===== config.mk =====
export PLATFORM = sky130hd
export DESIGN_NAME = crs_core_regs
export DESIGN_NICKNAME = d
export VERILOG_FILES = /design/src/core/crs_pkg.sv /design/src/core/crs_core_regs.sv /design/src/core/crs_stack_unit.sv /design/src/core/crs_flag_unit.sv
export SDC_FILE = /design/constraint.sdc
export NUM_CORES = 1
export LEC_CHECK = 0
export ABC_AREA = 1
export ABC_CLOCK_PERIOD_IN_PS = 4900
export BUFFER_PORTS_ARGS = -buffer_cell sky130_fd_sc_hd__buf_2
export CORE_MARGIN = 5
export CORE_UTILIZATION = 40
export CTS_CLUSTER_DIAMETER = 100
export DETAILED_ROUTE_END_ITERATION = 10
export MAX_ROUTING_LAYER = met4
export PLACE_DENSITY_LB_ADDON = 0.15
export SLEW_MARGIN = 15
export SYNTH_ARGS = -nofsm -noshare
export SYNTH_HDL_FRONTEND = slang
export SYNTH_SLANG_ARGS = --single-unit
export TNS_END_PERCENT = 50

===== constraint.sdc =====
create_clock -name ref_clk -period 4.9 [get_ports ref_clk]
set_clock_uncertainty 0.1 [all_clocks]
set_input_delay 0.245 -clock ref_clk [delete_from_list [all_inputs] [get_ports ref_clk]]
set_output_delay 0.245 -clock ref_clk [all_outputs]
set_load 0.02 [all_outputs]

===== src/core/crs_pkg.sv =====
package crs_pkg;

	// Data and address widths
	localparam int DATA_W = 8;
	localparam int ADDR_W = 16;

	// Stack pointer: 64-byte stack, upper ten bits held by hardware
	localparam int              SP_LOW_W  = 6;
	localparam logic [15:0]     SP_RESET  = 16'h00ff;
	localparam logic [15:0]     SP_FIXED  = 16'h00c0;

	// Flag register field positions and fixed values
	localparam int              FLG_C     = 0;
	localparam int              FLG_Z     = 1;
	localparam int              FLG_N     = 2;
	localparam int              FLG_I     = 3;
	localparam int              FLG_H     = 4;
	localparam logic [2:0]      FLG_ONES  = 3'h7;
	localparam logic [7:0]      FLG_RESET = 8'he8;

	// Instruction pointer reset value
	localparam logic [15:0]     IP_RESET  = 16'h0000;

	// Stack bytes used by each context sequence
	localparam logic [2:0]      LEN_INT   = 3'h5;
	localparam logic [2:0]      LEN_CALL  = 3'h2;
	localparam logic [2:0]      LEN_ONE   = 3'h1;

	// Stack sequences started by the decoder or the interrupt sequencer
	typedef enum logic [2:0] {
		CMD_NONE,
		CMD_PUSH,
		CMD_POP,
		CMD_CALL,
		CMD_RET,
		CMD_INT_ENTRY,
		CMD_INTERRUPT_RETURN_INSTR
	} crs_cmd_type;

	// Register selection
	typedef enum logic [2:0] {
		REG_ACC,
		REG_IDX_X,
		REG_IDX_Y,
		REG_SPL,
		REG_FLAGS,
		REG_PCL,
		REG_PCH
	} crs_reg_type;

	// Branch conditions
	typedef enum logic [2:0] {
		COND_H,
		COND_I,
		COND_N,
		COND_Z,
		COND_C
	} crs_cond_type;

	// One wrapping stack step, up for pop, down for push
	function automatic logic [15:0] crs_sp_step(input logic [15:0] sp, input logic up);
		logic [5:0] low;
		low = up ? (sp[5:0] + 6'h01) : (sp[5:0] - 6'h01);
		return {SP_FIXED[15:6], low};
	endfunction

endpackage


===== src/core/crs_core_regs.sv =====
// Behaviour
// (RULE1) Eight-bit accumulator for ALU operands and results
// (RULE2) Two index registers; prefix redirects to second
// (RULE3) Interrupt context never saves the second index
// (RULE4) Sixteen-bit pointer from separately handled bytes
// (RULE5) Flags: top ones, H I N Z C
// (RULE6) Flags pushable, poppable and individually controlled
// (RULE7) Half carry from bit three on adds
// (RULE8) Mask set on entry, software sets/clears
// (RULE9) Masked requests latched and kept pending
// (RULE10) Unmask serves pending at once; return restores
// (RULE11) Negative copies result bit seven
// (RULE12) Zero set when result is zero
// (RULE13) Carry from arithmetic, set/clear, shifts, bit tests
// (RULE14) Branches test five flags either sense
// (RULE15) Pointer: decrement after push, increment before pop
// (RULE16) Sixty-four byte stack, reset to top
// (RULE17) Load instruction reads and writes pointer low
// (RULE18) Pointer wraps silently both directions
// (RULE19) Entry stores low pointer first, five bytes
// (RULE20) Entry order low, high, X, A, flags
`timescale 1ns/1ps
module crs_core_regs (
	// Clock and reset
	input  wire logic                 ref_clk,
	input  wire logic                 resetn,
	// Prefix from the decoder
	input  wire logic                 pre_y,
	// Direct register write
	input  wire logic                 reg_we,
	input  crs_pkg::crs_reg_type      reg_sel,
	input  wire logic [7:0]           reg_wdata,
	// ALU result write-back
	input  wire logic                 alu_we,
	input  crs_pkg::crs_reg_type      alu_dest,
	input  wire logic [7:0]           alu_result,
	input  wire logic                 alu_half_en,
	input  wire logic                 alu_half,
	input  wire logic                 alu_carry_en,
	input  wire logic                 alu_carry,
	// Flag and stack reset instructions
	input  wire logic                 carry_set_instr,
	input  wire logic                 carry_clear_instr,
	input  wire logic                 mask_instr,
	input  wire logic                 unmask_instr,
	input  wire logic                 stack_reset_instr,
	// Instruction pointer control
	input  wire logic                 ip_inc,
	input  wire logic                 ip_low_we,
	input  wire logic                 ip_high_we,
	input  wire logic [7:0]           ip_wdata,
	// Stack sequence command
	input  wire logic                 cmd_start,
	input  crs_pkg::crs_cmd_type      cmd,
	input  crs_pkg::crs_reg_type      cmd_reg,
	input  wire logic                 cmd_trap,
	// Branch condition test
	input  wire logic                 cond_req,
	input  crs_pkg::crs_cond_type     cond_sel,
	input  wire logic                 cond_when_set,
	// Interrupt requests
	input  wire logic                 irq_req,
	// Stack memory
	input  wire logic [7:0]           stk_rdata,
	output logic                      stk_wr_r,
	output logic                      stk_rd_r,
	output logic      [15:0]          stk_addr_r,
	output logic      [7:0]           stk_wdata_r,
	// Register contents
	output logic      [7:0]           acc_r,
	output logic      [7:0]           idx_x_r,
	output logic      [7:0]           idx_y_r,
	output logic      [7:0]           instr_ptr_low,
	output logic      [7:0]           instr_ptr_high,
	output logic      [7:0]           flag_register,
	output logic      [15:0]          stack_pointer,
	// Status
	output logic                      busy_r,
	output logic                      seq_done_r,
	output logic                      int_pending_r,
	output logic                      int_ready_r,
	output logic                      branch_valid_r,
	output logic                      branch_take_r
);

	typedef enum logic [2:0] {
		ST_IDLE,
		ST_PUSH,
		ST_POP_ISSUE,
		ST_POP_HOLD,
		ST_POP_CAP
	} crs_state_type;

	crs_state_type        state_r;
	crs_pkg::crs_cmd_type kind_r;
	crs_pkg::crs_reg_type one_reg_r;
	logic [2:0]           idx_r;
	logic [2:0]           len_r;

	// Redirect an index X selection to Y under the prefix
	function automatic crs_pkg::crs_reg_type redirect(input crs_pkg::crs_reg_type sel, input logic py);
		if (sel == crs_pkg::REG_IDX_X && py)
			return crs_pkg::REG_IDX_Y;
		return sel;
	endfunction

	// Number of stack bytes a sequence moves
	function automatic logic [2:0] seq_len(input crs_pkg::crs_cmd_type k);
		case (k)
			crs_pkg::CMD_INT_ENTRY,
			crs_pkg::CMD_INTERRUPT_RETURN_INSTR: return crs_pkg::LEN_INT;
			crs_pkg::CMD_CALL,
			crs_pkg::CMD_RET: return crs_pkg::LEN_CALL;
			default: return crs_pkg::LEN_ONE;
		endcase
	endfunction

	// Register moved at step i; pops walk the push order backwards
	function automatic crs_pkg::crs_reg_type seq_reg(input crs_pkg::crs_cmd_type k, input logic [2:0] i,
			input crs_pkg::crs_reg_type one);
		case (k)
			crs_pkg::CMD_INT_ENTRY: begin
				case (i)
					3'h0: return crs_pkg::REG_PCL;
					3'h1: return crs_pkg::REG_PCH;
					3'h2: return crs_pkg::REG_IDX_X;
					3'h3: return crs_pkg::REG_ACC;
					default: return crs_pkg::REG_FLAGS;
				endcase
			end
			crs_pkg::CMD_INTERRUPT_RETURN_INSTR: begin
				case (i)
					3'h0: return crs_pkg::REG_FLAGS;
					3'h1: return crs_pkg::REG_ACC;
					3'h2: return crs_pkg::REG_IDX_X;
					3'h3: return crs_pkg::REG_PCH;
					default: return crs_pkg::REG_PCL;
				endcase
			end
			crs_pkg::CMD_CALL: return (i == 3'h0) ? crs_pkg::REG_PCL : crs_pkg::REG_PCH;
			crs_pkg::CMD_RET: return (i == 3'h0) ? crs_pkg::REG_PCH : crs_pkg::REG_PCL;
			default: return one;
		endcase
	endfunction

	// Register, ALU, flag and stack strobes are only honoured while no sequence runs
	logic idle;
	logic go;
	logic is_push_cmd;
	assign idle        = (state_r == ST_IDLE);
	assign go          = idle && cmd_start && (cmd != crs_pkg::CMD_NONE);
	assign is_push_cmd = (cmd == crs_pkg::CMD_PUSH) || (cmd == crs_pkg::CMD_CALL) || (cmd == crs_pkg::CMD_INT_ENTRY);

	crs_pkg::crs_reg_type wsel;
	crs_pkg::crs_reg_type asel;
	crs_pkg::crs_reg_type cur_reg;
	logic                 wr_ok;
	logic                 alu_ok;
	logic                 cap;
	assign wsel    = redirect(reg_sel, pre_y); // RULE2
	assign asel    = redirect(alu_dest, pre_y); // RULE2
	assign cur_reg = seq_reg(kind_r, idx_r, one_reg_r); // RULE3 RULE20
	assign wr_ok   = idle && reg_we;
	assign alu_ok  = idle && alu_we;
	assign cap     = (state_r == ST_POP_CAP);

	// Byte that a push step places on the stack
	logic [7:0] push_byte;
	always_comb begin
		case (cur_reg)
			crs_pkg::REG_ACC:   push_byte = acc_r;
			crs_pkg::REG_IDX_X: push_byte = idx_x_r;
			crs_pkg::REG_IDX_Y: push_byte = idx_y_r;
			crs_pkg::REG_SPL:   push_byte = stack_pointer[7:0];
			crs_pkg::REG_FLAGS: push_byte = flag_register; // RULE6
			crs_pkg::REG_PCL:   push_byte = instr_ptr_low;
			crs_pkg::REG_PCH:   push_byte = instr_ptr_high;
			default:            push_byte = 8'h00;
		endcase
	end

	// Sequence control: one byte per cycle on push, three cycles per pop
	always_ff @(posedge ref_clk or negedge resetn) begin
		if (!resetn) begin
			state_r   <= ST_IDLE;
			kind_r    <= crs_pkg::CMD_NONE;
			one_reg_r <= crs_pkg::REG_ACC;
			idx_r     <= 3'h0;
			len_r     <= 3'h0;
		end else begin
			case (state_r)
				ST_IDLE: begin
					if (go) begin
						kind_r    <= cmd;
						one_reg_r <= redirect(cmd_reg, pre_y);
						idx_r     <= 3'h0;
						len_r     <= seq_len(cmd); // RULE19
						state_r   <= is_push_cmd ? ST_PUSH : ST_POP_ISSUE;
					end
				end
				ST_PUSH: begin
					idx_r <= idx_r + 3'h1;
					if (idx_r == len_r - 3'h1)
						state_r <= ST_IDLE;
				end
				ST_POP_ISSUE: state_r <= ST_POP_HOLD;
				ST_POP_HOLD:  state_r <= ST_POP_CAP;
				ST_POP_CAP: begin
					idx_r   <= idx_r + 3'h1;
					state_r <= (idx_r == len_r - 3'h1) ? ST_IDLE : ST_POP_ISSUE;
				end
				default: state_r <= ST_IDLE;
			endcase
		end
	end

	// Stack memory port; a push writes at the pointer, a pop reads one above
	always_ff @(posedge ref_clk or negedge resetn) begin
		if (!resetn) begin
			stk_wr_r    <= 1'b0;
			stk_rd_r    <= 1'b0;
			stk_addr_r  <= crs_pkg::SP_RESET;
			stk_wdata_r <= 8'h00;
		end else begin
			stk_wr_r <= (state_r == ST_PUSH);
			stk_rd_r <= (state_r == ST_POP_ISSUE);
			if (state_r == ST_PUSH) begin
				stk_addr_r  <= stack_pointer; // RULE15 RULE19
				stk_wdata_r <= push_byte;
			end else if (state_r == ST_POP_ISSUE) begin
				stk_addr_r <= crs_pkg::crs_sp_step(stack_pointer, 1'b1); // RULE15
			end
		end
	end

	// Status for the sequencer: done pulses on the last byte
	logic last_step;
	assign last_step = ((state_r == ST_PUSH) || cap) && (idx_r == len_r - 3'h1);
	always_ff @(posedge ref_clk or negedge resetn) begin
		if (!resetn) begin
			busy_r     <= 1'b0;
			seq_done_r <= 1'b0;
		end else begin
			busy_r     <= go || (!idle && !last_step);
			seq_done_r <= last_step;
		end
	end

	// Accumulator
	always_ff @(posedge ref_clk or negedge resetn) begin
		if (!resetn) begin
			acc_r <= 8'h00;
		end else if (cap && cur_reg == crs_pkg::REG_ACC) begin
			acc_r <= stk_rdata;
		end else if (alu_ok && asel == crs_pkg::REG_ACC) begin
			acc_r <= alu_result; // RULE1
		end else if (wr_ok && wsel == crs_pkg::REG_ACC) begin
			acc_r <= reg_wdata; // RULE1
		end
	end

	// First index
	always_ff @(posedge ref_clk or negedge resetn) begin
		if (!resetn) begin
			idx_x_r <= 8'h00;
		end else if (cap && cur_reg == crs_pkg::REG_IDX_X) begin
			idx_x_r <= stk_rdata;
		end else if (alu_ok && asel == crs_pkg::REG_IDX_X) begin
			idx_x_r <= alu_result;
		end else if (wr_ok && wsel == crs_pkg::REG_IDX_X) begin
			idx_x_r <= reg_wdata; // RULE2
		end
	end

	// Second index; interrupt sequences never name it
	always_ff @(posedge ref_clk or negedge resetn) begin
		if (!resetn) begin
			idx_y_r <= 8'h00;
		end else if (cap && cur_reg == crs_pkg::REG_IDX_Y) begin
			idx_y_r <= stk_rdata;
		end else if (alu_ok && asel == crs_pkg::REG_IDX_Y) begin
			idx_y_r <= alu_result; // RULE2
		end else if (wr_ok && wsel == crs_pkg::REG_IDX_Y) begin
			idx_y_r <= reg_wdata; // RULE2 RULE3
		end
	end

	// Pointer low byte; increments carry into the high byte below
	always_ff @(posedge ref_clk or negedge resetn) begin
		if (!resetn) begin
			instr_ptr_low <= crs_pkg::IP_RESET[7:0];
		end else if (cap && cur_reg == crs_pkg::REG_PCL) begin
			instr_ptr_low <= stk_rdata; // RULE4
		end else if (ip_low_we) begin
			instr_ptr_low <= ip_wdata; // RULE4
		end else if (ip_inc) begin
			instr_ptr_low <= instr_ptr_low + 8'h01;
		end
	end

	// Pointer high byte
	always_ff @(posedge ref_clk or negedge resetn) begin
		if (!resetn) begin
			instr_ptr_high <= crs_pkg::IP_RESET[15:8];
		end else if (cap && cur_reg == crs_pkg::REG_PCH) begin
			instr_ptr_high <= stk_rdata; // RULE4
		end else if (ip_high_we) begin
			instr_ptr_high <= ip_wdata; // RULE4
		end else if (ip_inc && !ip_low_we && instr_ptr_low == 8'hff) begin
			instr_ptr_high <= instr_ptr_high + 8'h01;
		end
	end

	// Mask is set on the edge that latches the flags byte for writing, so return restores the old mask
	logic entry_done;
	logic flags_load;
	assign entry_done = last_step && (kind_r == crs_pkg::CMD_INT_ENTRY); // RULE8
	assign flags_load = (cap && cur_reg == crs_pkg::REG_FLAGS) || (wr_ok && wsel == crs_pkg::REG_FLAGS); // RULE6 RULE10

	crs_flag_unit u_flags (
		.ref_clk       (ref_clk),
		.resetn        (resetn),
		.alu_upd       (alu_ok),
		.alu_result    (alu_result),
		.half_en       (alu_ok && alu_half_en),
		.alu_half      (alu_half),
		.carry_en      (alu_ok && alu_carry_en),
		.alu_carry     (alu_carry),
		.carry_set     (idle && carry_set_instr),
		.carry_clr     (idle && carry_clear_instr),
		.mask_set      (entry_done || (idle && mask_instr)),
		.mask_clr      (idle && unmask_instr),
		.load_en       (flags_load),
		.load_data     (cap ? stk_rdata : reg_wdata),
		.flag_register (flag_register)
	);

	crs_stack_unit u_stack (
		.ref_clk       (ref_clk),
		.resetn        (resetn),
		.push_dec      (state_r == ST_PUSH),
		.pop_inc       (state_r == ST_POP_ISSUE),
		.stack_reset   (idle && stack_reset_instr),
		.low_we        (wr_ok && wsel == crs_pkg::REG_SPL),
		.low_wdata     (reg_wdata),
		.stack_pointer (stack_pointer)
	);

	// Pending request latch; a new request wins over the clear at entry
	logic mask_bit;
	assign mask_bit = flag_register[crs_pkg::FLG_I];
	always_ff @(posedge ref_clk or negedge resetn) begin
		if (!resetn) begin
			int_pending_r <= 1'b0;
		end else if (irq_req) begin
			int_pending_r <= 1'b1; // RULE9
		end else if (go && cmd == crs_pkg::CMD_INT_ENTRY && !cmd_trap) begin
			int_pending_r <= 1'b0;
		end
	end

	// Service permission ignores the priority of the running routine
	always_ff @(posedge ref_clk or negedge resetn) begin
		if (!resetn) begin
			int_ready_r <= 1'b0;
		end else begin
			int_ready_r <= int_pending_r && !mask_bit && idle && !go; // RULE8 RULE9 RULE10
		end
	end

	// Branch test, answered one cycle after the request
	logic cond_bit;
	always_comb begin
		case (cond_sel)
			crs_pkg::COND_H: cond_bit = flag_register[crs_pkg::FLG_H];
			crs_pkg::COND_I: cond_bit = flag_register[crs_pkg::FLG_I];
			crs_pkg::COND_N: cond_bit = flag_register[crs_pkg::FLG_N];
			crs_pkg::COND_Z: cond_bit = flag_register[crs_pkg::FLG_Z];
			crs_pkg::COND_C: cond_bit = flag_register[crs_pkg::FLG_C];
			default:         cond_bit = 1'b0;
		endcase
	end

	always_ff @(posedge ref_clk or negedge resetn) begin
		if (!resetn) begin
			branch_valid_r <= 1'b0;
			branch_take_r  <= 1'b0;
		end else begin
			branch_valid_r <= cond_req;
			branch_take_r  <= cond_req && (cond_bit == cond_when_set); // RULE14
		end
	end

endmodule


===== src/core/crs_stack_unit.sv =====
`timescale 1ns/1ps
module crs_stack_unit (
	// Clock and reset
	input  wire logic        ref_clk,
	input  wire logic        resetn,
	// Stack control
	input  wire logic        push_dec,
	input  wire logic        pop_inc,
	input  wire logic        stack_reset,
	input  wire logic        low_we,
	input  wire logic [7:0]  low_wdata,
	// Current pointer
	output logic      [15:0] stack_pointer
);

	// Only the six low bits move; the rest stay fixed, so wrap is silent
	always_ff @(posedge ref_clk or negedge resetn) begin
		if (!resetn) begin
			stack_pointer <= crs_pkg::SP_RESET; // RULE16
		end else if (stack_reset) begin
			stack_pointer <= crs_pkg::SP_RESET; // RULE16
		end else if (low_we) begin
			stack_pointer <= {crs_pkg::SP_FIXED[15:6], low_wdata[5:0]}; // RULE17
		end else if (push_dec) begin
			stack_pointer <= crs_pkg::crs_sp_step(stack_pointer, 1'b0); // RULE15 RULE18
		end else if (pop_inc) begin
			stack_pointer <= crs_pkg::crs_sp_step(stack_pointer, 1'b1); // RULE15 RULE18
		end
	end

endmodule


===== src/core/crs_flag_unit.sv =====
`timescale 1ns/1ps
module crs_flag_unit (
	// Clock and reset
	input  wire logic        ref_clk,
	input  wire logic        resetn,
	// Result updates
	input  wire logic        alu_upd,
	input  wire logic [7:0]  alu_result,
	input  wire logic        half_en,
	input  wire logic        alu_half,
	input  wire logic        carry_en,
	input  wire logic        alu_carry,
	input  wire logic        carry_set,
	input  wire logic        carry_clr,
	// Mask control
	input  wire logic        mask_set,
	input  wire logic        mask_clr,
	// Whole-register load
	input  wire logic        load_en,
	input  wire logic [7:0]  load_data,
	// Register value
	output logic      [7:0]  flag_register
);

	logic h_r;
	logic i_r;
	logic n_r;
	logic z_r;
	logic c_r;

	// Top three bits are constant ones
	assign flag_register = {crs_pkg::FLG_ONES, h_r, i_r, n_r, z_r, c_r}; // RULE5

	// Half carry only moves on add type results or a full load
	always_ff @(posedge ref_clk or negedge resetn) begin
		if (!resetn) begin
			h_r <= crs_pkg::FLG_RESET[crs_pkg::FLG_H];
		end else if (load_en) begin
			h_r <= load_data[crs_pkg::FLG_H]; // RULE6
		end else if (half_en) begin
			h_r <= alu_half; // RULE7
		end
	end

	// Mask: hardware set has priority so an entry is never left unmasked
	always_ff @(posedge ref_clk or negedge resetn) begin
		if (!resetn) begin
			i_r <= crs_pkg::FLG_RESET[crs_pkg::FLG_I]; // RULE5
		end else if (mask_set) begin
			i_r <= 1'b1; // RULE8
		end else if (load_en) begin
			i_r <= load_data[crs_pkg::FLG_I]; // RULE10
		end else if (mask_clr) begin
			i_r <= 1'b0; // RULE8
		end
	end

	// Sign and zero follow every result that no flag load overrides
	always_ff @(posedge ref_clk or negedge resetn) begin
		if (!resetn) begin
			n_r <= crs_pkg::FLG_RESET[crs_pkg::FLG_N];
			z_r <= crs_pkg::FLG_RESET[crs_pkg::FLG_Z];
		end else if (load_en) begin
			n_r <= load_data[crs_pkg::FLG_N];
			z_r <= load_data[crs_pkg::FLG_Z];
		end else if (alu_upd) begin
			n_r <= alu_result[7]; // RULE11
			z_r <= (alu_result == 8'h00); // RULE12
		end
	end

	// Carry: explicit set and clear beat an arithmetic update
	always_ff @(posedge ref_clk or negedge resetn) begin
		if (!resetn) begin
			c_r <= crs_pkg::FLG_RESET[crs_pkg::FLG_C];
		end else if (load_en) begin
			c_r <= load_data[crs_pkg::FLG_C];
		end else if (carry_set) begin
			c_r <= 1'b1; // RULE13
		end else if (carry_clr) begin
			c_r <= 1'b0; // RULE13
		end else if (carry_en) begin
			c_r <= alu_carry; // RULE13
		end
	end

endmodule


==> impl_metrics.env, run 1 <==
export IMPL_status="finished, final reports clean"
export IMPL_syn_inst=940
export IMPL_grt_total_usage_pct=24.0
export IMPL_tightest_slew_ns=0.980
export IMPL_vias=6525
export IMPL_ys_flop_type="dfrtp_1"
export IMPL_period_share_pct=68.6
export IMPL_mostFrequentLayoutCell="nand2_1"
export IMPL_synth_avg_cell_area_um2=6.74
export IMPL_fp_dieW_um=136
export IMPL_die_area_um2=18500
export IMPL_cts_hold_buf=5
export IMPL_path_cells="inv_1 > ha_1 > nand2_1 > inv_1 > nand2_1 > nand2_1 > nand3_2 > nor2_4 > nand3_2 > nand2_1 > inv_1 > nand2_1 > nand2_1"
export IMPL_path_delay_family="simple AND/OR/NAND/NOR gates"
export IMPL_syn_area_um2=6340
export IMPL_cts_setup_buffers=0
export IMPL_final_hold_viol_count=0
export IMPL_worst_path_buf_inv=3
export IMPL_cp_end_kind="flop"
export IMPL_drt_initial_drc_count=429
export IMPL_cts_tree="built"
export IMPL_ant_nets=0
export IMPL_critPathKind="reg2reg"
export IMPL_critical_path_most_common_cell="nand2_1"
export IMPL_slowest_stage="nor2_4"
export IMPL_cpPeakStageDelay_ns=0.47
export IMPL_vdd_drop_max_mv=0.376
export IMPL_wl_um=21100
export IMPL_layout_drive_gt1_share_pct=19.2
export IMPL_grt_max_degree=62
export IMPL_chipHeight_um=136
export IMPL_cts_made_buffers=9
export IMPL_min_from="cmd[1]"
export IMPL_synthArstFlopShare_pct=100
export IMPL_rr_startpoint="idx_r[1]$_DFFE_PN0P_"
export IMPL_clockRootBuffer="clkbuf_16"
export IMPL_path_max_fanout=24
export IMPL_drc_errors=0
export IMPL_grt_first_pass_wirelength_um=33300
export IMPL_cts_clk_slew_worst_paths_ns=0.07
export IMPL_p_leak_nw=3.99
export IMPL_drt_met1_wl_um=9510
export IMPL_finalCriticalPeriod_ns=3.36
export IMPL_hold_path_class="in2reg"
export IMPL_htreeDepth=3
export IMPL_globalplace_congestion=0.925
export IMPL_post_place_ws_ns=1.60
export IMPL_cp_data_arrival_time_ns=3.50
export IMPL_yosys_warnings=0
export IMPL_tns_ns=0
export IMPL_finalSetupViolCount=0
export IMPL_route_met2_wl_um=9780
export IMPL_ys_seq_area_share_pct=35.0
export IMPL_max_slew_margin_pct=34.4
export IMPL_gr_total_overflow=0
export IMPL_clock_sinks=88
export IMPL_wl_per_cell_um=16.5
export IMPL_rsz0062_at_grt="false"
export IMPL_start_util_pct=40.3
export IMPL_worst_slack_ns=1.54
export IMPL_cts_buffer_depth=2
export IMPL_highest_layer="met4"
export IMPL_cts_resized=0
export IMPL_area_growth_pct=16.7
export IMPL_ys_types=42
export IMPL_final_cell_mix="nand2_1, buf_2, inv_1"
export IMPL_ys_ff_latch=88
export IMPL_top_level_ports=165
export IMPL_hpwl_um=16400
export IMPL_clkLatencyLatePin_ns=0.35
export IMPL_via_per_inst=5.09
export IMPL_maxSlewViolCount=0
export IMPL_antenna_found_initial=1
export IMPL_power_density_nw_per_um2=669
export IMPL_critical_path_startpoint="idx_r[1]$_DFFE_PN0P_"
export IMPL_row_count=46
export IMPL_synth_edf_count=0
export IMPL_fmax_ghz=0.297
export IMPL_dr_wl_met3_um=1350
export IMPL_worstPathRequired_ns=5.04
export IMPL_nets=1141
export IMPL_drv_cap=0
export IMPL_dr_pass1_iters=5
export IMPL_startpoint_type="flop"
export IMPL_grt_pass1_vias=6009
export IMPL_numPortBuffers=141
export IMPL_coreArea_um2=15700
worst register-to-register path, stage by stage (launching register included):
cell	delay, ns
dfrtp_1	0.44
inv_1	0.14
ha_1	0.20
nand2_1	0.12
inv_1	0.09
nand2_1	0.05
nand2_1	0.09
nand3_2	0.44
nor2_4	0.48
nand3_2	0.32
nand2_1	0.45
inv_1	0.18
nand2_1	0.10
nand2_1	0.05
where the power goes:
group | leakage (nW) | internal [W] | switching (W)
logic | 2.79 | 0.000850 | 0.00201
clock network | 0.142 | 0.000409 | 0.000302
registers | 1.06 | 0.00107 | 0.000314
total | 3.99 | 0.00233 | 0.00263
cells by family after synthesis:
group	after synthesis	share of synthesized area [%]
simple gates	484	33.8
other cells	2	0.118
fa+ha+maj	12	2.37
flops	88	35.0
buf+inv	168	12.1
xor+xnor	8	1.11
mux	2	0.316
compound gates	176	15.2
synthesized netlist by cell type, types with 4 or more instances:
master | count | area [um^2]
a21oi_1 | 30 | 150
buf_2 | 17 | 85.1
buf_4 | 31 | 233
clkbuf_1 | 11 | 41.3
dfrtp_1 | 75 | 1880
dfstp_2 | 13 | 342
ha_1 | 12 | 150
inv_1 | 97 | 364
inv_2 | 10 | 37.5
nand2_1 | 279 | 1050
nand3_1 | 51 | 255
nand3_2 | 7 | 70.1
nand4_1 | 38 | 238
nor2_1 | 84 | 315
nor2_2 | 4 | 25.0
nor2_4 | 4 | 45.0
nor4_1 | 4 | 25.0
o211ai_1 | 9 | 67.6
o21ai_0 | 78 | 390
o21ai_1 | 35 | 175
o221ai_1 | 4 | 35.0
o22ai_1 | 5 | 31.3
xor2_1 | 5 | 43.8
layout make-up:
class / instances / area, um^2
Fill cell: 1705 / 8310
Multi-Input combinational cell: 705 / 3430
Sequential cell: 88 / 2220
Timing Repair Buffer: 148 / 773
Inverter: 108 / 405
Tap cell: 216 / 270
Clock buffer: 11 / 243
Clock inverter: 4 / 55.1
Antenna cell: 1 / 2.50
sequential cells by signal, indices dropped and copies added, names as in the netlist, 3 cells and up:
| name | count |
|---|---|
| acc_r | 8 |
| idx_r | 3 |
| idx_x_r | 8 |
| idx_y_r | 8 |
| instr_ptr_high | 8 |
| instr_ptr_low | 8 |
| kind_r | 3 |
| len_r | 3 |
| one_reg_r | 3 |
| state_r | 3 |
| stk_addr_r | 6 |
| stk_wdata_r | 8 |
| u_stack.stack_pointer | 6 |
worst paths after layout:
path	endpoint	slack, ns	cells past startpoint
min in group asynchronous	int_ready_r$_DFF_PN0_	0.41	2
worst max-delay path	acc_r[1]$_DFFE_PN0P_	1.54	13
worst min-delay path	kind_r[1]$_DFFE_PN0P_	0.07	3
worst max register to register	acc_r[1]$_DFFE_PN0P_	1.54	13
worst min register to register	stk_wdata_r[5]$_DFFE_PN0P_	0.37	2
max in group asynchronous	stk_addr_r[5]$_DFFE_PN1P_	3.33	3
per-layer routing:
layer / global-route usage, % / up-vias
li1: - / 3288
met1: 32.8 / 2984
met2: 37.0 / 223
met3: 3.92 / 30
met4: 6.61 / 0
met5: - / -
through the flow:
| stage | total power (W) | area [um^2] | utilization, % | hold slack [ns] | std cells |
|---|---|---|---|---|---|
| after global routing | 0.00541 | 7400 | 47.1 | 0.0705 | 1281 |
| after CTS | 0.00498 | 7400 | 47.1 | 0.0553 | 1280 |
| after detailed placement | 0.00425 | 7050 | 44.9 | 0.269 | 1260 |
| final | 0.00495 | 7400 | 47.1 | 0.0659 | 1281 |
| after floorplan | 0.00344 | 6420 | - | -0.151 | 961 |
| after global placement | 0.00425 | 7050 | 44.9 | 0.267 | 1260 |
Power figures use the tool's default switching activity.
==> run 2: changes to the inputs <==
Settings changed: ABC_CLOCK_PERIOD_IN_PS 4900 to 2750.
Clock period 4.9 ns to 2.75 ns, I/O delays scaled along.
==> run 2 against run 1 <==
Effect of this change: sequential share of layout area down 1.2 points; register-to-register slack lost 1.3 ns; maximum frequency is 32% higher; largest cell class unchanged; largest power group unchanged; highest routed layer unchanged.
==> impl_metrics.env, run 2 (synthesis results as in run 1) <==
export IMPL_status="finished, final reports clean"
export IMPL_cts_buffer_depth=2
export IMPL_max_slew_margin_pct=60.2
export IMPL_cp_data_arrival_time_ns=2.67
export IMPL_tightest_slew_ns=0.595
export IMPL_antenna_found_initial=1
export IMPL_via_per_inst=5.06
export IMPL_final_hold_viol_count=0
export IMPL_layout_drive_gt1_share_pct=20.5
export IMPL_gr_total_overflow=0
export IMPL_top_level_ports=165
export IMPL_cts_tree="built"
export IMPL_power_density_nw_per_um2=1200
export IMPL_cts_made_buffers=9
export IMPL_final_cell_mix="nand2_1, buf_2, inv_1"
export IMPL_drv_cap=0
export IMPL_worst_path_buf_inv=2
export IMPL_row_count=46
export IMPL_grt_first_pass_wirelength_um=33600
export IMPL_critical_path_most_common_cell="nand2_1"
export IMPL_worstPathRequired_ns=2.87
export IMPL_nets=1171
export IMPL_chipHeight_um=136
export IMPL_dr_pass1_iters=7
export IMPL_numPortBuffers=141
export IMPL_globalplace_congestion=0.959
export IMPL_hold_path_class="in2reg"
export IMPL_finalCriticalPeriod_ns=2.54
export IMPL_start_util_pct=40.3
export IMPL_drc_errors=0
export IMPL_grt_total_usage_pct=24.1
export IMPL_startpoint_type="flop"
export IMPL_cp_end_kind="flop"
export IMPL_clock_sinks=88
export IMPL_wl_per_cell_um=16.3
export IMPL_maxSlewViolCount=0
export IMPL_vdd_drop_max_mv=0.579
export IMPL_finalSetupViolCount=0
export IMPL_grt_pass1_vias=6200
export IMPL_ant_nets=0
export IMPL_coreArea_um2=15700
export IMPL_vias=6637
export IMPL_cts_clk_slew_worst_paths_ns=0.07
export IMPL_path_cells="inv_1 > ha_1 > nand2_1 > inv_1 > nand2_1 > nand2_1 > nand3_1 > nor2_2 > nor2_4 > nand3_4 > nand3_2 > nand2_1 > o21ai_1"
export IMPL_die_area_um2=18500
export IMPL_clkLatencyLatePin_ns=0.35
export IMPL_grt_max_degree=48
export IMPL_drt_initial_drc_count=451
export IMPL_tns_ns=0
export IMPL_wl_um=21400
export IMPL_power_w=0.00924
export IMPL_hpwl_um=16500
export IMPL_path_max_fanout=17
export IMPL_mostFrequentLayoutCell="nand2_1"
export IMPL_p_leak_nw=4.15
export IMPL_clockRootBuffer="clkbuf_16"
export IMPL_period_share_pct=92.4
export IMPL_fmax_ghz=0.393
export IMPL_slowest_stage="dfrtp_1"
export IMPL_fp_dieW_um=136
export IMPL_area_growth_pct=21.6
export IMPL_cpPeakStageDelay_ns=0.44
export IMPL_rsz0062_at_grt="false"
export IMPL_critPathKind="reg2reg"
export IMPL_path_delay_family="simple AND/OR/NAND/NOR gates"
export IMPL_htreeDepth=3
-- run 2: cell types whose count changed in the layout (fill, tap and decap cells not counted), sizes merged --
cell,before,now
buf,143,160
bufinv,1,2
clkbuf,11,10
clkinv,3,2
dlygate4sd3,5,18
inv,107,109
-- run 2: path summary, 6_finish.rpt --
check	start	end	slack [ns]	depth (start not counted)
max	idx_r[1]$_DFFE_PN0P_	idx_x_r[6]$_DFFE_PN0P_	0.21	13
min	alu_half	u_flags.h_r$_DFFE_PN0P_	0.02	3
max reg2reg	idx_r[1]$_DFFE_PN0P_	idx_x_r[6]$_DFFE_PN0P_	0.21	13
min reg2reg	stk_wdata_r[7]$_DFFE_PN0P_	stk_wdata_r[7]$_DFFE_PN0P_	0.38	2
max in group asynchronous	resetn	stk_wdata_r[6]$_DFFE_PN0P_	1.64	3
min in group asynchronous	resetn	one_reg_r[0]$_DFFE_PN0P_	0.23	2
-- run 2: report_power, final --
group          internal, W  leakage (nW)  switching (W)  total, W
clock network     0.000827         0.159       0.000566   0.00139
logic              0.00176          2.93        0.00365   0.00541
registers          0.00190          1.06       0.000538   0.00244
-- run 2: worst min-delay path: cells and delay by family --
kind	cells	cell delay [ns]
mux	1	0.06
buf+inv	1	0.10
compound gates	1	0.14
-- run 2: final cells by class --
type,instances,area (um^2)
fill,1671,8010
multi-input combinational,705,3440
sequential,88,2220
timing repair buffer,178,1040
inverter,108,405
tap,216,270
clock buffer,10,239
clock inverter,6,90.1
antenna,1,2.50
-- run 2: per-stage QoR --
stage / area [um^2] / utilization [%] / hold slack (ns) / instances / setup WS, ns
6_report: 7710 / 49.1 / 0.0193 / 1312 / 0.209
5_1_grt: 7710 / 49.1 / 0.0246 / 1312 / 0.0141
4_1_cts: 7700 / 49.0 / 0.00571 / 1311 / 0.162
3_5_place_dp: 7190 / 45.7 / 0.0833 / 1277 / 0.172
3_3_place_gp: 7190 / 45.7 / 0.0777 / 1277 / 0.209
2_1_floorplan: 6420 / - / -0.258 / 961 / 0.622
-- run 2: repair_timing --
item,in CTS,in global routing
endpoints found under the setup margin,0,9
setup buffers,0,0
gates resized for setup,0,2
hold buffers,18,0
endpoints found under the hold margin,42,0
-- run 2: metal layers --
metal	track usage, %	part of all wire (%)
met1	33.1	46
met2	36.4	45
met3	3.81	6.0
met4	8.40	2.6
met5	-	0
==> run 3: changes to the inputs <==
Settings changed: ABC_CLOCK_PERIOD_IN_PS 2750 to 2400.
Clock period 2.75 ns to 2.4 ns, I/O delays scaled along.
==> run 3 against run 2 <==
Effect of this change: cell count rose by 1.8%; clock power rose by 20%; count of clock-buffer cells in the layout did not move; flip-flop and latch count did not move; die area did not move; via count rose by 2.1%; core utilization rose by 2.0 points; critical endpoint is now instr_ptr_low[3]$_DFFE_PN0P_; largest cell class unchanged; largest power group unchanged.
==> impl_metrics.env, run 3 (synthesis results as in run 1) <==
export IMPL_status="finished, final reports clean"
export IMPL_grt_first_pass_wirelength_um=33700
export IMPL_multi_input_area_um2=3500
export IMPL_finalSetupViolCount=0
export IMPL_dp_cells=1289
export IMPL_clock_sinks=88
export IMPL_layout_drive_gt1_share_pct=22.7
export IMPL_start_util_pct=40.3
export IMPL_htreeDepth=3
export IMPL_via_per_inst=5.07
export IMPL_clkLatencyLatePin_ns=0.35
export IMPL_drv_cap=0
export IMPL_final_hold_viol_count=0
export IMPL_mostFrequentLayoutCell="nand2_1"
export IMPL_vdd_drop_max_mv=0.749
export IMPL_place_area_um2=7280
export IMPL_period_share_pct=93.9
export IMPL_cts_buffer_depth=2
export IMPL_numPortBuffers=141
export IMPL_p_leak_nw=4.30
export IMPL_drt_initial_drc_count=464
export IMPL_wl_um=21500
export IMPL_dr_pass1_iters=5
export IMPL_path_max_fanout=14
export IMPL_cp_end_kind="flop"
export IMPL_ant_nets=0
export IMPL_fillCellCount=1641
export IMPL_layout_area_seq_um2=2220
export IMPL_fmax_ghz=0.444
export IMPL_hold_path_class="in2reg"
export IMPL_antenna_found_initial=0
export IMPL_cts_made_buffers=9
export IMPL_critPathKind="reg2reg"
export IMPL_top_level_ports=165
export IMPL_hpwl_um=16500
export IMPL_gr_total_overflow=0
export IMPL_wl_per_cell_um=16.1
export IMPL_use_met1_pct=32.4
export IMPL_fin_area_um2=8020
export IMPL_grt_max_degree=77
export IMPL_post_place_ws_ns=0.0315
export IMPL_grt_total_usage_pct=24.2
export IMPL_grt_pass1_vias=6231
export IMPL_vias=6778
export IMPL_met2_usage_pct=37.8
export IMPL_coreArea_um2=15700
export IMPL_power_w=0.0112
export IMPL_n_antenna_cell=0
export IMPL_tns_ns=0
export IMPL_worst_slack_ns=0.146
export IMPL_cp_data_arrival_time_ns=2.39
export IMPL_chipHeight_um=136
export IMPL_cts_tree="built"
export IMPL_maxSlewViolCount=0
export IMPL_die_area_um2=18500
export IMPL_finalNonFillerCells=1336
export IMPL_finalCriticalPeriod_ns=2.25
export IMPL_fp_dieW_um=136
export IMPL_rsz0062_at_grt="true"
export IMPL_grt_use_met3_pct=3.66
export IMPL_power_density_nw_per_um2=1400
export IMPL_final_cell_mix="nand2_1, buf_2, inv_1"
export IMPL_startpoint_type="flop"
export IMPL_grt_busiest_layer="met2"
export IMPL_area_growth_pct=26.5
export IMPL_clockRootBuffer="clkbuf_16"
export IMPL_worstPathRequired_ns=2.53
export IMPL_cts_clk_slew_worst_paths_ns=0.06
export IMPL_nets=1196
export IMPL_globalplace_congestion=0.927
export IMPL_row_count=46
export IMPL_drc_errors=0
run 3: path summary, 6_finish.rpt:
path                                             from                       endpoint  slack, ns  cells past startpoint
setup / recovery                 idx_r[1]$_DFFE_PN0P_   instr_ptr_low[3]$_DFFE_PN0P_       0.15                     11
hold / removal                                 cmd[2]          kind_r[2]$_DFFE_PN0P_       0.02                      3
setup reg to reg                 idx_r[1]$_DFFE_PN0P_   instr_ptr_low[3]$_DFFE_PN0P_       0.15                     11
hold reg to reg            stk_wdata_r[6]$_DFFE_PN0P_     stk_wdata_r[6]$_DFFE_PN0P_       0.37                      2
max in group asynchronous                      resetn  instr_ptr_high[7]$_DFFE_PN0P_       1.45                      3
min in group asynchronous                      resetn      int_pending_r$_DFFE_PN0P_       0.06                      2
run 3: metrics by stage:
| stage | utilization (%) | hold WS [ns] |
|---|---|---|
| 6_report | 51.0 | 0.0220 |
| 5_1_grt | 51.0 | 0.0530 |
| 4_1_cts | 49.9 | 0.00337 |
| 3_5_place_dp | 46.3 | -0.105 |
| 3_3_place_gp | 46.3 | -0.109 |
| 2_1_floorplan | - | -0.276 |
run 3: routing by layer:
layer	wire, um	share of wire, %
met5	0	0
met1	9480	44
met4	556	2.6
met2	10000	47
met3	1370	6.4
run 3: repair_timing:
item                                   in CTS  in global routing
setup endpoints to repair                   0                 52
buffers inserted                            0                 10
hold buffers                               21                  0
gates resized for setup                     0                 27
endpoints found under the hold margin      99                  0
run 3: layout make-up:
cell class / count / share of cell area, %
multi-input combinational: 705 / 43.7
tap: 216 / 3.37
timing repair buffer: 203 / 15.9
clock buffer: 10 / 2.86
clock inverter: 6 / 1.45
inverter: 108 / 5.09
sequential: 88 / 27.7
run 3: power breakdown:
group | internal [W] | leakage (nW) | total, W | switching (W)
clock | 0.00103 | 0.167 | 0.00167 | 0.000642
sequential | 0.00218 | 1.06 | 0.00278 | 0.000597
combinational | 0.00238 | 3.08 | 0.00676 | 0.00438
total | 0.00559 | 4.30 | 0.0112 | 0.00562
run 3: critical path: stages (launching register included):
cell and delay [ns]:
dfrtp_2 0.44, ha_1 0.19, ha_1 0.20, nand2_1 0.07, nor2_1 0.05, nor2_2 0.11
nand3_2 0.18, nor2_4 0.21, nand3_4 0.19, buf_4 0.20, o21ai_1 0.12, a21oi_1 0.07
